<file path="src/core/sar_ctl_consts.svh">
// Offsets, field positions, reset values and timing counts of the converter.
`ifndef SAR_CTL_CONSTS_SVH
`define SAR_CTL_CONSTS_SVH

`define CLK_SYS_NS 100
`define CONV_HALF_NS 200
`define CONV_HALF_CYC (`CONV_HALF_NS / `CLK_SYS_NS)

// Interval lengths in conversion periods, or half periods where doubled.
`define ACQ_PERIODS_X2 13
`define NULL_PERIODS 26
`define NULL_HALVES (`NULL_PERIODS * 2)
`define CAL_PERIODS 1399
`define CAL_HALVES (`CAL_PERIODS * 2)
`define SAR_STEPS 13

`define ADDR_W 4
`define DATA_W 8
`define REG_STATUS 4'h0
`define REG_ENABLE 4'h4
`define REG_CLEAR 4'h8
`define REG_STATE 4'hC
`define EV_CONV 0
`define EV_CAL 1
`define EV_W 2
`define ENABLE_RST 2'h0

`endif

</file>
<file path="src/core/sar_ctl_pkg.sv">
// Types shared by the converter control logic.
package sar_ctl_pkg;
	typedef logic [12:0] sample_t;
	typedef enum logic [2:0] {
		ST_IDLE,
		ST_NULL,
		ST_ACQ_WR,
		ST_ACQ_SH,
		ST_CONV,
		ST_CAL
	} state_t;
endpackage

</file>
<file path="src/core/sar_ctl.sv">
// Control and host interface of a self-calibrating 13-bit SAR converter.
// Function
// - Select low enables write, read, sample/hold.
// - Reading drives bus and releases interrupt high.
// - Write rising edge starts internally timed conversion.
// - Write start: acquisition ends 6 to 7 periods.
// - Aligned write edge: acquisition ends at 6.5.
// - Sample/hold low opens, rising edge converts.
// - Calibration request low resets and calibrates.
// - Offset-null low at write start inserts 26-period cycle first.
// - End-of-conversion low during conversion or calibration.
// - Interrupt low when result is latched.
// - Read or new start returns interrupt high.
// - Two byte reads, upper first, sign extended.
// - Calibration holds end-of-conversion low 1399 periods.
// - Sign bit resolved before magnitude bits.
//
// Our own choices: the plain strobed port and the register offsets.
`timescale 1ns/1ns
`include "sar_ctl_consts.svh"
module sar_ctl #(
	parameter int HALF_CYC = `CONV_HALF_CYC,
	parameter int CAL_HALVES = `CAL_HALVES
) (
	input wire logic clk_sys_i,
	input wire logic rst_b_i,
	input wire logic cs_n_i,
	input wire logic wr_n_i,
	input wire logic rd_n_i,
	input wire logic sh_n_i,
	input wire logic cal_n_i,
	input wire logic offset_null_request_n_i,
	input wire sar_ctl_pkg::sample_t sample_i,
	output logic end_of_conv_o,
	output logic result_ready_n_o,
	output logic [7:0] result_byte_bus_o,
	output logic result_byte_bus_oe_o,
	input wire logic [`ADDR_W-1:0] reg_addr_i,
	input wire logic [`DATA_W-1:0] reg_wdata_i,
	input wire logic reg_we_i,
	input wire logic reg_re_i,
	output logic [`DATA_W-1:0] reg_rdata_o,
	output logic irq_o
);
	import sar_ctl_pkg::*;

	localparam logic [11:0] ACQ_LAST = 12'(`ACQ_PERIODS_X2 - 1);
	localparam logic [11:0] NULL_LAST = 12'(`NULL_HALVES - 1);
	localparam logic [11:0] CAL_LAST = 12'(CAL_HALVES - 1);

	function automatic logic [7:0] pick_byte(input sample_t r,
		input logic low);
		pick_byte = low ? r[7:0] : {{4{r[12]}}, r[11:8]};
	endfunction

	state_t state_reg, state_next;
	logic [11:0] cnt_reg;
	logic wr_last_reg, sh_last_reg, cal_last_reg, rd_last_reg;
	logic ptr_reg;
	sample_t result_reg, offset_reg;
	logic [`EV_W-1:0] status_reg, enable_reg;
	logic half_tick;
	logic sar_done_raw;
	// A sequencer left running by a restart or calibration must not report.
	wire sar_done = sar_done_raw && (state_reg == ST_CONV);
	sample_t sar_result;

	// Write, read and sample/hold strobes only count while select is low; calibration request does not need select.
	wire sel = !cs_n_i;
	wire wr_rise = sel && wr_n_i && !wr_last_reg;
	wire sh_fall = sel && !sh_n_i && sh_last_reg;
	wire sh_rise = sel && sh_n_i && !sh_last_reg;
	wire rd_active = sel && !rd_n_i;
	wire rd_end = rd_last_reg && !rd_active;
	wire cal_fall = !cal_n_i && cal_last_reg;
	wire in_cal = (state_reg == ST_CAL);
	wire cal_go = cal_fall && !in_cal;
	wire conv_ok = !in_cal && !cal_go;
	wire wr_go = conv_ok && wr_rise;
	wire sh_go = conv_ok && !wr_rise && sh_fall;
	wire sh_hold = conv_ok && sh_rise && (state_reg == ST_ACQ_SH);
	wire start = cal_go || wr_go || sh_go;
	wire cnt_step = half_tick && (state_reg == ST_NULL ||
		state_reg == ST_ACQ_WR || in_cal);
	wire enter_conv = (state_next == ST_CONV) && (state_reg != ST_CONV);
	wire cal_end = in_cal && half_tick && (cnt_reg == CAL_LAST);
	wire [`EV_W-1:0] events = {cal_end, sar_done};
	wire [`EV_W-1:0] clr = (reg_we_i && reg_addr_i == `REG_CLEAR) ?
		reg_wdata_i[`EV_W-1:0] : '0;
	wire [`EV_W-1:0] status_next = (status_reg & ~clr) | events;
	wire [`DATA_W-1:0] state_word = {2'h0, ptr_reg, 2'h0,
		3'(state_reg)};
	wire [`DATA_W-1:0] rd_mux =
		(reg_addr_i == `REG_STATUS) ? `DATA_W'(status_reg) :
		(reg_addr_i == `REG_ENABLE) ? `DATA_W'(enable_reg) :
		(reg_addr_i == `REG_STATE) ? state_word : '0;

	half_tick_div #(
		.HALF_CYC(HALF_CYC)
	) u_div (
		.clk_sys_i(clk_sys_i),
		.rst_b_i(rst_b_i),
		.tick_o(half_tick)
	);

	logic period_phase_reg;
	wire period_tick = half_tick && period_phase_reg;

	sar_engine u_sar (
		.clk_sys_i(clk_sys_i),
		.rst_b_i(rst_b_i),
		.start_i(enter_conv),
		.step_i(period_tick),
		.held_i(sample_t'(sample_i - offset_reg)),
		.done_o(sar_done_raw),
		.result_o(sar_result)
	);

	always_comb
	begin
		state_next = state_reg;
		if (cal_go)
			state_next = ST_CAL;
		else if (wr_go)
			state_next = offset_null_request_n_i ? ST_ACQ_WR : ST_NULL;
		else if (sh_go)
			state_next = ST_ACQ_SH;
		else if (sh_hold)
			state_next = ST_CONV;
		else
		begin
			case (state_reg)
				ST_NULL:
					if (cnt_step && cnt_reg == NULL_LAST)
						state_next = ST_ACQ_WR;
				ST_ACQ_WR:
					if (cnt_step && cnt_reg == ACQ_LAST)
						state_next = ST_CONV;
				ST_CONV:
					if (sar_done)
						state_next = ST_IDLE;
				ST_CAL:
					if (cal_end)
						state_next = ST_IDLE;
				default:
					state_next = state_reg;
			endcase
		end
	end

	always_ff @(posedge clk_sys_i or negedge rst_b_i)
	begin
		if (!rst_b_i)
		begin
			state_reg <= ST_IDLE;
			cnt_reg <= 12'h000;
			period_phase_reg <= 1'b0;
		end
		else
		begin
			state_reg <= state_next;
			if (half_tick)
				period_phase_reg <= !period_phase_reg;
			if (state_next != state_reg || start)
				cnt_reg <= 12'h000;
			else if (cnt_step)
				cnt_reg <= cnt_reg + 12'h001;
		end
	end

	always_ff @(posedge clk_sys_i or negedge rst_b_i)
	begin
		if (!rst_b_i)
		begin
			wr_last_reg <= 1'b1;
			sh_last_reg <= 1'b1;
			cal_last_reg <= 1'b1;
			rd_last_reg <= 1'b0;
		end
		else
		begin
			wr_last_reg <= wr_n_i;
			sh_last_reg <= sh_n_i;
			cal_last_reg <= cal_n_i;
			rd_last_reg <= rd_active;
		end
	end

	// The calibration captures the null offset applied to later samples.
	always_ff @(posedge clk_sys_i or negedge rst_b_i)
	begin
		if (!rst_b_i)
		begin
			offset_reg <= 13'h0000;
			result_reg <= 13'h0000;
			ptr_reg <= 1'b0;
		end
		else
		begin
			if (cal_go)
				offset_reg <= sample_i;
			if (sar_done)
				result_reg <= sar_result;
			if (start)
				ptr_reg <= 1'b0;
			else if (rd_end)
				ptr_reg <= !ptr_reg;
		end
	end

	always_ff @(posedge clk_sys_i or negedge rst_b_i)
	begin
		if (!rst_b_i)
		begin
			end_of_conv_o <= 1'b1;
			result_ready_n_o <= 1'b1;
			result_byte_bus_o <= 8'h00;
			result_byte_bus_oe_o <= 1'b0;
		end
		else
		begin
			end_of_conv_o <= !(state_next == ST_CONV ||
				state_next == ST_CAL);
			if (sar_done)
				result_ready_n_o <= 1'b0;
			else if (rd_active || start)
				result_ready_n_o <= 1'b1;
			result_byte_bus_o <= pick_byte(result_reg, ptr_reg);
			result_byte_bus_oe_o <= rd_active;
		end
	end

	always_ff @(posedge clk_sys_i or negedge rst_b_i)
	begin
		if (!rst_b_i)
		begin
			status_reg <= '0;
			enable_reg <= `ENABLE_RST;
			reg_rdata_o <= '0;
			irq_o <= 1'b0;
		end
		else
		begin
			status_reg <= status_next;
			if (reg_we_i && reg_addr_i == `REG_ENABLE)
				enable_reg <= reg_wdata_i[`EV_W-1:0];
			reg_rdata_o <= reg_re_i ? rd_mux : '0;
			irq_o <= |(status_next & enable_reg);
		end
	end

	// Cycles spent in write-timed acquisition, for checking only.
	logic [7:0] acq_len_reg;
	always_ff @(posedge clk_sys_i or negedge rst_b_i)
	begin
		if (!rst_b_i)
			acq_len_reg <= 8'h00;
		else if (wr_go || (state_next == ST_ACQ_WR &&
			state_reg != ST_ACQ_WR))
			acq_len_reg <= 8'h01;
		else if (state_reg == ST_ACQ_WR)
			acq_len_reg <= acq_len_reg + 8'h01;
	end
	localparam int ACQ_MIN = 12 * HALF_CYC;
	localparam int ACQ_MAX = 14 * HALF_CYC;

	// Set once a read has ended since the last start, for checking only.
	logic read_seen_reg;
	always_ff @(posedge clk_sys_i or negedge rst_b_i)
	begin
		if (!rst_b_i)
			read_seen_reg <= 1'b0;
		else if (start)
			read_seen_reg <= 1'b0;
		else if (rd_end)
			read_seen_reg <= 1'b1;
	end
endmodule

</file>
<file path="src/core/half_tick_div.sv">
// Divider giving a one-cycle pulse every half conversion clock period.
`timescale 1ns/1ns
module half_tick_div #(
	parameter int HALF_CYC = 2
) (
	input wire logic clk_sys_i,
	input wire logic rst_b_i,
	output logic tick_o
);
	localparam logic [7:0] LAST = 8'(HALF_CYC - 1);
	logic [7:0] cnt_reg;
	wire wrap = (cnt_reg == LAST);

	always_ff @(posedge clk_sys_i or negedge rst_b_i)
	begin
		if (!rst_b_i)
		begin
			cnt_reg <= 8'h00;
			tick_o <= 1'b0;
		end
		else
		begin
			cnt_reg <= wrap ? 8'h00 : cnt_reg + 8'h01;
			tick_o <= wrap;
		end
	end
endmodule

</file>
<file path="src/core/sar_engine.sv">
// Successive approximation sequencer: sign first, then magnitude MSB to LSB.
`timescale 1ns/1ns
`include "sar_ctl_consts.svh"
module sar_engine (
	input wire logic clk_sys_i,
	input wire logic rst_b_i,
	input wire logic start_i,
	input wire logic step_i,
	input wire sar_ctl_pkg::sample_t held_i,
	output logic done_o,
	output sar_ctl_pkg::sample_t result_o
);
	import sar_ctl_pkg::*;
	localparam logic [3:0] LAST = 4'(`SAR_STEPS - 1);
	sample_t held_reg;
	logic [3:0] step_reg;
	logic busy_reg;
	wire [3:0] bit_idx = 4'hC - step_reg;
	wire [11:0] mask = 12'h001 << bit_idx;
	wire [11:0] trial = result_o[11:0] | mask;
	wire keep = (trial <= held_reg[11:0]);
	wire act = busy_reg && step_i;

	always_ff @(posedge clk_sys_i or negedge rst_b_i)
	begin
		if (!rst_b_i)
		begin
			held_reg <= 13'h0000;
			step_reg <= 4'h0;
			busy_reg <= 1'b0;
			done_o <= 1'b0;
			result_o <= 13'h0000;
		end
		else
		begin
			done_o <= act && (step_reg == LAST);
			if (start_i)
			begin
				held_reg <= held_i;
				step_reg <= 4'h0;
				busy_reg <= 1'b1;
				result_o <= 13'h0000;
			end
			else if (act)
			begin
				step_reg <= step_reg + 4'h1;
				busy_reg <= (step_reg != LAST);
				if (step_reg == 4'h0)
					result_o <= {held_reg[12], 12'h000};
				else if (keep)
					result_o[11:0] <= trial;
			end
		end
	end
endmodule

</file>
<file path="config.mk">
export PLATFORM = sky130hd
export DESIGN_NAME = sar_ctl
export DESIGN_NICKNAME = d
export VERILOG_FILES = /design/src/core/sar_ctl_pkg.sv /design/src/core/sar_ctl.sv /design/src/core/half_tick_div.sv /design/src/core/sar_engine.sv
export VERILOG_INCLUDE_DIRS = /design/src /design/src/core
export SDC_FILE = /design/constraint.sdc
export NUM_CORES = 1
export LEC_CHECK = 0
export BUFFER_PORTS_ARGS = -buffer_cell sky130_fd_sc_hd__buf_4
export CAP_MARGIN = 20
export CORE_MARGIN = 10
export CORE_UTILIZATION = 55
export DETAILED_ROUTE_END_ITERATION = 6
export GPL_ROUTABILITY_DRIVEN = 0
export PLACE_DENSITY_LB_ADDON = 0.05
export SETUP_SLACK_MARGIN = 0.2
export SYNTH_ARGS = -nofsm -noshare
export SYNTH_HDL_FRONTEND = slang
export SYNTH_HIERARCHICAL = 1
export SYNTH_SLANG_ARGS = --single-unit
</file>
<file path="constraint.sdc">
create_clock -name clk_sys_i -period 4.9 [get_ports clk_sys_i]
set_input_delay 0.735 -clock clk_sys_i [delete_from_list [all_inputs] [get_ports clk_sys_i]]
set_output_delay 0.735 -clock clk_sys_i [all_outputs]
set_load 0.02 [all_outputs]
</file>
Yosys cells after proc, flatten, opt, wreduce, memory -nomap -nowiden
Cells that the tools add are included.
- add/sub/neg operators: 5
- $lt $le $gt $ge: 1
- eq/ne operators: 18
- shift-type cells: 1
- muxes and demuxes: 32
- bitwise operators: 5
- reductions and logical operators: 59
- operators with widths (cell ; number):
    12-bit two-way mux ; 4
    1-bit logical AND ; 28
    13-bit two-way mux ; 2
    3-bit two-way mux ; 8
    6-bit two-way mux ; 4
    8-bit two-way mux ; 2
    1-bit logical NOT ; 13
    13-bit subtractor ; 1
    12-bit by 1-bit adder with 12-bit output, second input constant ; 1
    12-bit equality test, second input constant ; 1
    12-bit by 4-bit equality test with 1-bit output, second input constant ; 1
    12-bit by 6-bit equality test with 1-bit output, second input constant ; 1
    3-bit equality test, second input constant ; 4
    4-bit equality test, second input constant ; 3
    12-bit <= comparator ; 1
    12-bit bitwise OR ; 1
    3-bit case mux with 4 select lines ; 1
    1-bit by 4-bit << shifter with 12-bit output, first input constant ; 1
    2-bit nonzero test ; 5
    8-bit by 1-bit adder with 8-bit output, second input constant ; 1
    8-bit by 1-bit equality test with 1-bit output, second input constant ; 1
    4-bit logical NOT ; 2
    4-bit two-way mux ; 2
    1-bit logical OR ; 7
    other kinds (16) ; 26
- flip-flop bits (word level): 109
- output and inout port bits: 20
- word-level logic and storage cells: 146

Logic depth before layout (Yosys ltp)
Gate-level depths: netlist of run 1.
- depth in word-level cells: 15
- gate-level depth with buffers: 13
- mapped depth without buffers: 11

Hierarchy
Netlist of run 1, hierarchy kept.
- by module, submodules not included (module ; times used ; cells an instance ; area an instance (sq um)):
    sar_ctl ; 1 ; 343 ; 3542.1
    sar_engine ; 1 ; 208 ; 1980.6
    half_tick_div ; 1 ; 30 ; 391.6

Least setup slack after synthesis of run 1
OpenSTA, ideal clock, no wires.
- path type: register -> register
- from: register cnt_reg[0] (netlist name)
- to: register u_sar.result_o[0]
- data arrival time: 3.092 ns
- data required time: 4.775 ns
- path slack: 1.683 ns
- stages on the path, launching flop included: 12
- clock period less this slack: 3.217 ns
- cell sequence: dfrtp_1 ha_1 or4b_1 or4_4 a21boi_1 o31a_1 nor3_2 clkbuf_1 a21o_4 a21oi_2 a221oi_2 mux2_2
- RTL lines (element ; line ; text):
    end signal: assignment ; sar_engine.sv:49 ; result_o <= {held_reg[12], 12'h000};
    end signal: assignment ; sar_engine.sv:51 ; result_o[11:0] <= trial;
    end: declaration ; sar_engine.sv:11 ; output sar_ctl_pkg::sample_t result_o

Worst setup path after layout of run 1
- from: register state_reg[0]
- to: register u_sar.result_o[11]
- cells in the longest elaborated chain, start to end: 15
- elaborated cells between the ends (all ways): 38
- classes of those cells: eq/ne (7); mux (10); reduce/logical (21)
- RTL lines (element ; line ; text):
    start: declaration ; sar_ctl.sv:56 ; state_t state_reg, state_next;
    start signal: assignment ; sar_ctl.sv:161 ; state_reg <= state_next;
    3-bit by 1-bit equality test with 1-bit output (tied with other cells) ; sar_ctl.sv:83, sar_ctl.sv:132 ;
    1-bit logical OR or 1-bit logical NOT (tied branches) ; sar_ctl.sv:83, sar_ctl.sv:77, sar_ctl.sv:78 ;
    1-bit logical OR or 1-bit logical AND (tied branches) ; sar_ctl.sv:84, sar_ctl.sv:77 ;
    1-bit logical AND or 1-bit logical NOT (tied branches) ; sar_ctl.sv:83, sar_ctl.sv:78 ;
    1-bit logical AND, on equally long branches ; sar_ctl.sv:137, sar_ctl.sv:78, sar_ctl.sv:134 ;
    3-bit two-way mux (tied with other cells) ; sar_ctl.sv:137 ; if (cnt_step && cnt_reg == ACQ_LAST)
    3-bit case mux with 4 select lines or 1-bit logical AND (tied branches) ; sar_ctl.sv:132, sar_ctl.sv:81 ;
    3-bit two-way mux ; sar_ctl.sv:128 ; else if (sh_hold)
    3-bit two-way mux ; sar_ctl.sv:126 ; else if (sh_go)
    3-bit two-way mux ; sar_ctl.sv:124 ; else if (wr_go)
    3-bit two-way mux (*) ; sar_ctl.sv:122 ; if (cal_go)
    named net state_next[0] ; sar_ctl.sv:56 ;
    3-bit equality test (*) ; sar_ctl.sv:85 ; wire enter_conv = (state_next == ST_CONV) && (state_reg != ST_CONV);
    1-bit logical AND (*) ; sar_ctl.sv:85 ;
    named net enter_conv ; sar_ctl.sv:85 ;
    3-bit nonzero test (no source line) or 2-bit nonzero test (tied branches) ; - ;
    2-bit AND reduction (no source line) ; - ;
The timed path passes the listed nets; every way through them passes the cells marked *.
A chain may end at the register's enable or synchronous reset.

==> results of run 1 <==
placed cells by master, fill, tap and decap left out, drive strengths merged, types with 3 or more instances in the layout:
cell	instances
nand4	8
nor4b	3
or4b	3
and3	3
mux2	31
a21oi	22
dfrtp	102
o21ai	28
xnor2	21
a31oi	6
conb	4
nand2b	9
mux2i	11
o21a	5
o311ai	4
clkbuf	15
nand3	18
dfstp	5
a21o	11
nor3	9
nor2b	6
buf	47
nor2	45
inv	49
nor3b	3
nand2	66
nor4	6
xor2	11
and2	3
ha	35
per-stage QoR:
stage	power (W)	hold slack [ns]	util [%]	area (µm²)
floorplan	0.00235	0.431	-	5930
detailed placement	0.00264	0.455	60.5	6300
global route	0.00342	0.434	62.3	6490
CTS	0.00316	0.436	62.3	6490
finish	0.00314	0.464	62.3	6490
global placement	0.00258	0.446	60.5	6300
power by group through the flow:
stage | Combinational (W) | Clock [W] | Sequential [W]
2_1_floorplan | 0.00115 | 0 | 0.00120
3_3_place_gp | 0.00132 | 0 | 0.00127
3_5_place_dp | 0.00136 | 0 | 0.00128
4_1_cts | 0.00137 | 0.000528 | 0.00126
5_1_grt | 0.00156 | 0.000564 | 0.00129
6_report | 0.00137 | 0.000505 | 0.00126
cell type report:
cell class / count / area, µm²
Clock buffer: 15 / 176
Clock inverter: 1 / 7.51
Fill cell: 858 / 3930
Inverter: 49 / 184
Multi-Input combinational cell: 404 / 2910
Sequential cell: 107 / 2680
Tap cell: 136 / 170
Timing Repair Buffer: 47 / 353
how the worst min path moves through the flow:
stage | endpoint | slack (ns) | cells after the start
6_report | sh_last_reg | 0.46 | 1
5_1_grt | sh_last_reg | 0.43 | 1
4_1_cts | sh_last_reg | 0.44 | 1
3_5_place_dp | period_phase_reg | 0.45 | 1
3_3_place_gp | period_phase_reg | 0.45 | 1
2_1_floorplan | period_phase_reg | 0.43 | 1
layer usage:
layer,up-vias,routed length (µm),track usage (%)
met5,-,0,0
met4,0,211,6.11
met3,17,636,4.12
met2,83,5160,25.1
met1,2000,5180,19.5
li1,2056,-,-
cell families (layout without fill, tap and decap cells):
| logic type | count (synthesis) | after routing |
|---|---|---|
| buffers and inverters | 73 | 112 |
| AND/OR/NAND/NOR | 197 | 197 |
| other | 1 | 4 |
| AO/OA/AOI/OAI | 93 | 93 |
| flip-flops | 107 | 107 |
| adder cells (fa/ha/maj) | 36 | 36 |
| multiplexers | 42 | 42 |
| XOR/XNOR | 32 | 32 |
==> impl_metrics.toml, run 1 <==
[setup_path]
cp.depth = 11
cpPeakStageDelay_ns = 0.61
crit_path_end = "u_sar/result_o[11]"
startpoint = "state_reg[0]"
slowest_stage = "a221oi_2"
critPathBufInv = 1
cp_top_family = "compound AO/OA/AOI/OAI gates"
start_kind = "flip-flop"
r2r_cells = 11
critPathKind = "flip-flop to flip-flop"
reg2reg_to = "u_sar/result_o[11]"
cp_max_fo = 11
crit_required_ns = 5.20
path_cells = "nor2b_2, o21ai_2, or4_4, a21boi_1, o31a_1, nor3_2, a21o_4, nor4_4, a221oi_2, buf_4, mux2i_1"
r2r_slack_ns = 1.09
worstPathArrival_ns = 4.11
r2r_start = "state_reg[0]"
cp-end-kind = "flip-flop"

[detailed_routing]
vias = 4156
drt_iter0_markers = 326
drtAntennaViolNets = 0
drc_errors = 0
viasPerCell = 5.48
post_drt_wl_per_cell_um = 14.7
wl_um = 11200
first_pass_iters = 5

[layout]
fin_nets = 689
final_cell_count_no_fill = 759
syn_to_final_growth_pct = 9.69
antenna_cells = 0
drive_above_1_share_pct = 19.4

[power_and_ir_drop]
power_frac_comb_pct = 43.7
power_density_mw_per_mm2 = 483
leakage_nw = 3.05
clkPwrFrac_pct = 16.1
seqPwrFrac_pct = 40.2
power_switching_w = 0.00124
switching_share_pct = 39.4
p_int_w = 0.00190
peakVddDrop_mv = 0.276

[logic_synthesis]
synth_adder_area_share_pct = 7.74
synth_edf_count = 0
synth_compound_area_share_pct = 10.9
yosysMostFrequentCell = "dfrtp_1"
ys.flop_type = "dfrtp_1"
synth_top_area_cell = "dfrtp_1"
synth_simple_gate_area_share_pct = 17.9
synthTopCellsByArea = "dfrtp_1 43%, ha_1 7.4%, mux2_2 5.9%"
syn-mean-instance-area_um2 = 10.2
synth_cell_types = 73
netlist_area_mm2 = 0.00591
synth_top_family_by_area = "simple AND/OR/NAND/NOR gates"
synth_cells = 581
yosysSeqAreaShare_pct = 45.4
synth_common_cells = "102 x dfrtp_1, 65 x nand2_1, 49 x inv_1"
synth_seq_cells = 107
synthXorXnorAreaFrac_pct = 4.74
synth_warnings = 6
synthMuxAreaShare_pct = 7.76
synthArstFlopShare_pct = 100
synth_top_cell_area_share_pct = 43.2

[worst_hold_path]
hold_class = "input pin to flip-flop"
min_from = "sh_n_i"

[clocking]
cts.sinks = 107
cts_tree = "done"
cts_buffers = 9
cts_setup_buffers = 0
cts_resized = 0
path_clk_slew_ns = 0.09
cts_root_buffer = "clkbuf_8"
cts.htree.levels = 3
ctsHoldBuffers = 0
clk_latency_ns = 0.38
cts_buffer_depth = 2

[sta]
setup_viol = 0
period_share_pct = 77.7
period_needed_ns = 3.81
rsz0062_at_grt = "false"
worst_pin_slew_ns = 0.897
hold_viol = 0
finalSetupTns_ns = 0
worst_slew_margin_rel_pct = 39.9
setup_ws_ns = 1.09
fmax_mhz = 263
fin_skew_ns = 0.00709
slew_viol_final = 0

[floorplan]
start_util_pct = 56.8
dieArea_mm2 = 0.0153
placeableCoreArea_mm2 = 0.0104
num_io_pins = 55
rows = 37
die_x_um = 124
die_h_um = 124

[global_routing]
antenna_found_initial = 0
grt_pass1_vias = 4147
grt_max_degree = 74
grt_use_total_pct = 15.5
grt-ovfl-total = 0
grt_pass1_wl_um = 19200

[place]
hpwl_um = 8450
place_ws_ns = 0.936
placed_cells = 743
place.port_buffers = 44

[status]
status = "finished, final reports clean"

[run]
drv_cap = 0
Power figures use the tool's default switching activity.
==> run 2, diff against run 1 <==
Settings changed: ABC_AREA set to 1, CORE_UTILIZATION 55 to 54.
Clock period 4.9 ns to 3.4 ns, I/O delays scaled along.
==> impl_metrics.toml, run 2 <==
[status]
status = "finished, final reports clean"

[setup_path]
start_kind = "flip-flop"
cp_common_cell = "nand2_1"
slowest_stage = "nand2_1"
r2r_start = "cnt_reg[9]"
path_cells = "inv_1, nand2_1, nor2_1, inv_1, nor2_1, nand2_1, nand2_1, a31o_2, inv_1, o21ai_0, nand2_1, nor2_1, inv_2, nand2_1, nand2_2, nand2_1, nand2_1"
worstPathArrival_ns = 3.09
cp-end-kind = "flip-flop"
crit_required_ns = 3.63
critPathKind = "flip-flop to flip-flop"
cpPeakStageDelay_ns = 0.44
startpoint = "cnt_reg[9]"
cp_max_fo = 16

[power_and_ir_drop]
peakVddDrop_mv = 0.445
power_density_mw_per_mm2 = 367
leakage_nw = 3.67

[clocking]
cts_setup_buffers = 0
cts.htree.levels = 3
cts_root_buffer = "clkbuf_16"
cts_tree = "done"
cts_buffers = 9
path_clk_slew_ns = 0.07
cts_resized = 0
cts_buffer_depth = 2
cts.sinks = 107
clk_latency_ns = 0.35
ctsHoldBuffers = 0

[floorplan]
placeableCoreArea_mm2 = 0.0110
rows = 38
die_x_um = 127
dieArea_mm2 = 0.0161
num_io_pins = 55
start_util_pct = 56.1
die_h_um = 127

[detailed_routing]
drtAntennaViolNets = 0
vias = 4813
drc_errors = 0
viasPerCell = 5.13
first_pass_iters = 5
post_drt_wl_per_cell_um = 13.1
drt_iter0_markers = 377
wl_um = 12200

[sta]
rsz0062_at_grt = "false"
period_needed_ns = 2.86
setup_viol = 0
fin_skew_ns = 0.00666
slew_viol_final = 0
fmax_mhz = 350
period_share_pct = 84.0
worst_pin_slew_ns = 0.875
hold_viol = 0
finalSetupTns_ns = 0
worst_slew_margin_rel_pct = 41.7

[global_routing]
antenna_found_initial = 0
grt_pass1_wl_um = 21200
grt_max_degree = 70
grt-ovfl-total = 0
grt_use_total_pct = 15.6
grt_pass1_vias = 4624

[worst_hold_path]
hold_class = "input pin to flip-flop"
min_from = "wr_n_i"

[layout]
design_area_mm2 = 0.00689
ff_latch_area_mm2 = 0.00268
final_cell_mix = "180 x nand2_1, 108 x inv_1, 102 x dfrtp_1"
nFillCells = 955
syn_to_final_growth_pct = 11.9
fin_nets = 864
final_common_cell = "nand2_1"
multi_input_area_mm2 = 0.00292
antenna_cells = 0
drive_above_1_share_pct = 16.9

[logic_synthesis]
synth_warnings = 6
yosysMostFrequentCell = "nand2_1"
synth_common_cells = "180 x nand2_1, 108 x inv_1, 102 x dfrtp_1"
netlist_area_mm2 = 0.00616
yosysSeqAreaShare_pct = 43.6
synth_seq_cells = 107
ys.flop_type = "dfrtp_1"
syn-mean-instance-area_um2 = 8.21
synth_cell_types = 45
synth_top_cell_area_share_pct = 41.4
synthArstFlopShare_pct = 100
synth_cells = 750
synth_edf_count = 0
synth_top_area_cell = "dfrtp_1"
synthTopCellsByArea = "dfrtp_1 41%, nand2_1 11%, ha_1 7.1%"

[run]
drv_cap = 0

[place]
place.port_buffers = 44
hpwl_um = 9270
place_area_mm2 = 0.00659
## run 2: path summary, 6_finish.rpt
check / cells past startpoint / slack [ns] / end
max in group asynchronous: 2 / 2.40 / u_sar/busy_reg
worst min-delay path: 1 / 0.28 / wr_last_reg
worst min register to register: 2 / 0.47 / result_byte_bus_o[1]
worst max register to register: 17 / 0.54 / u_sar/result_o[1]
min in group asynchronous: 1 / 0.29 / u_div/cnt_reg[6]
worst max-delay path: 17 / 0.54 / u_sar/result_o[1]
## run 2: cells by family after synthesis
family          share of synthesized area (%)
other cells                            0.0609
mux                                      2.56
buf+inv                                  9.16
flops                                    43.6
compound gates                           8.51
fa+ha+maj                                7.44
simple gates                             25.1
xor+xnor                                 3.56
## run 2: power by group
part	switching, W	total [W]	internal, W
Combinational	0.0000971	0.000155	0.0000581
Sequential	0.0000259	0.00132	0.00130
Clock	0.000458	0.00105	0.000594
## run 2: per-stage QoR
stage	hold WS, ns	std cells	util, %	setup WS, ns	total power [W]
2_1_floorplan	0.214	753	-	0.988	0.00142
3_3_place_gp	0.450	922	60.0	0.573	0.00150
6_report	0.281	938	62.8	0.542	0.00253
5_1_grt	0.260	938	62.8	0.204	0.00263
3_5_place_dp	0.460	922	60.0	0.595	0.00150
4_1_cts	0.261	938	62.8	0.567	0.00257
## run 2: area by class of cell
| type | count | share of cell area (%) |
|---|---|---|
| inverters | 118 | 6.42 |
| well taps | 140 | 2.54 |
| clock inverters | 5 | 0.907 |
| clock buffers | 11 | 3.52 |
| multi-input cells | 510 | 42.4 |
| flip-flops and latches | 107 | 38.9 |
| repair buffers | 47 | 5.30 |
## run 2: worst max-delay path, delay by kind of cell, from the launching register on
kind	cells	cell delay, ns
AO/OA/AOI/OAI	2	0.29
buffers and inverters	4	0.35
flip-flops	1	0.41
AND/OR/NAND/NOR	11	1.68
## run 2: metal layers
layer	GRT usage, %	vias up	wire [µm]
met5	0	-	0
met4	4.35	0	169
met3	4.12	16	496
met2	26.0	87	5870
met1	19.5	2243	5710
li1	-	2467	-
==> run 3, diff against run 2 <==
Settings changed: ABC_AREA 1 to 0.
Clock period 3.4 ns to 2.3 ns, I/O delays scaled along.
==> impl_metrics.toml, run 3 (synthesis results as in run 1) <==
[global_routing]
grt_pass1_vias = 4677
grt_pass1_wl_um = 22700
grt_max_degree = 43
antenna_found_initial = 0
grt-ovfl-total = 0
grt_use_total_pct = 17.5

[detailed_routing]
first_pass_iters = 4
viasPerCell = 5.26
drt_iter0_markers = 236
post_drt_wl_per_cell_um = 15.2
wl_um = 13100
vias = 4541
drtAntennaViolNets = 0
drc_errors = 0

[sta]
period_needed_ns = 3.24
hold_slack_ns = 0.0568
hold_viol = 0
worst_slew_margin_rel_pct = 64.7
rsz0062_at_grt = "true"
setup_viol = 31
slew_viol_final = 0
worst_pin_slew_ns = 0.522
fin_skew_ns = 0.00950
setup_ws_ns = -0.944
period_share_pct = 141
fmax_mhz = 308

[floorplan]
die_x_um = 125
placeableCoreArea_mm2 = 0.0108
die_h_um = 125
rows = 38
dieArea_mm2 = 0.0155
num_io_pins = 55
start_util_pct = 54.8

[layout]
syn_to_final_growth_pct = 25.9
drive_above_1_share_pct = 31.8
final_common_cell = "buf_4"
design_area_mm2 = 0.00745
final_cell_mix = "137 x buf_4, 101 x dfrtp_1, 65 x nand2_1"
nFillCells = 832
fin_nets = 789
antenna_cells = 0
fin_util_pct = 69.0

[clocking]
cts.sinks = 107
path_clk_slew_ns = 0.10
clk_latency_ns = 0.39
cts.htree.levels = 3
cts_root_buffer = "clkbuf_8"
cts_tree = "done"
cts_buffer_depth = 2
cts_buffers = 9

[setup_path]
worstPathArrival_ns = 3.52
cp_max_fo = 4
slowest_stage = "or4b_4"
crit_required_ns = 2.58
start_kind = "flip-flop"
path_cells = "ha_2, or4b_4, or4_4, a21boi_1, o31a_1, nor3_4, a21o_4, a21oi_2, a221oi_4, mux2_2"
critPathBufInv = 0
cpPeakStageDelay_ns = 0.45
cp-end-kind = "flip-flop"
critPathKind = "flip-flop to flip-flop"
cp_top_family = "simple AND/OR/NAND/NOR gates"

[power_and_ir_drop]
p_int_w = 0.00494
power_density_mw_per_mm2 = 1060
peakVddDrop_mv = 0.670
switching_share_pct = 37.6
leakage_nw = 3.60
power_switching_w = 0.00298
seqPwrFrac_pct = 32.6
power_frac_comb_pct = 52.7
clkPwrFrac_pct = 14.7
power.total_w = 0.00792

[status]
status = "finished with violations"
violations = "negative setup slack"

[place]
place_ws_ns = -0.987
place.port_buffers = 44
hpwl_um = 9800
place_area_mm2 = 0.00702

[run]
drv_cap = 0

[worst_hold_path]
hold_class = "input pin to flip-flop"
-- run 3: worst reg2reg max path, cell delays in order (launching register included) --
cell and delay, ns:
dfrtp_1 0.40, ha_2 0.19, or4b_4 0.45, or4_4 0.43
a21boi_1 0.15, o31a_1 0.30, nor3_4 0.21, a21o_4 0.16
a21oi_2 0.05, a221oi_4 0.41, mux2_2 0.38
-- run 3: what timing repair did --
action / in CTS / in global routing
endpoints found under the setup margin: 44 / 46
hold buffers: 1 / 0
buffers inserted: 4 / 3
resized for setup: 15 / 13
gates cloned: 1 / 1
endpoints found under the hold margin: 25 / 0
pin swaps: 3 / 1
-- run 3: layer usage --
metal	up-vias	part of all wire, %	global-route usage, %
met5	-	0	0
met1	2186	46	21.8
met3	18	3.9	4.21
li1	2259	-	-
met4	0	1.7	5.89
met2	78	48	28.9
-- run 3: per-stage QoR --
stage	cells	TNS, ns
after global routing	863	-24.57
after CTS	859	-17.97
after floorplan	584	-16.14
final	863	-18.88
after global placement	837	-18.31
after detailed placement	837	-21.27
-- run 3: power groups by stage --
stage / clock, W / combinational (W) / sequential [W]
after CTS: 0.00121 / 0.00403 / 0.00258
after global placement: 0 / 0.00373 / 0.00259
final: 0.00116 / 0.00418 / 0.00258
after floorplan: 0 / 0.00246 / 0.00255
after global routing: 0.00127 / 0.00467 / 0.00264
after detailed placement: 0 / 0.00385 / 0.00262
-- run 3: final timing paths --
check                      cells past startpoint        startpoint                   end  slack [ns]
min in group asynchronous                      2           rst_b_i  result_byte_bus_o[0]        0.41
min reg2reg                                    1  period_phase_reg      period_phase_reg        0.47
max in group asynchronous                      3           rst_b_i         end_of_conv_o        1.28
max reg2reg                                   10        cnt_reg[0]     u_sar/result_o[0]       -0.94
max                                           10        cnt_reg[0]     u_sar/result_o[0]       -0.94
min                                            1           cal_n_i          cal_last_reg        0.06
-- run 3: layout make-up --
| cell class | instances | area, µm² | area share [%] |
|---|---|---|---|
| clock buffer | 14 | 153 | 2.05 |
| clock inverter | 2 | 37.5 | 0.504 |
| inverter | 49 | 184 | 2.47 |
| multi-input combinational | 404 | 3020 | 40.5 |
| sequential | 107 | 2690 | 36.0 |
| tap | 140 | 175 | 2.35 |
| timing repair buffer | 147 | 1200 | 16.1 |
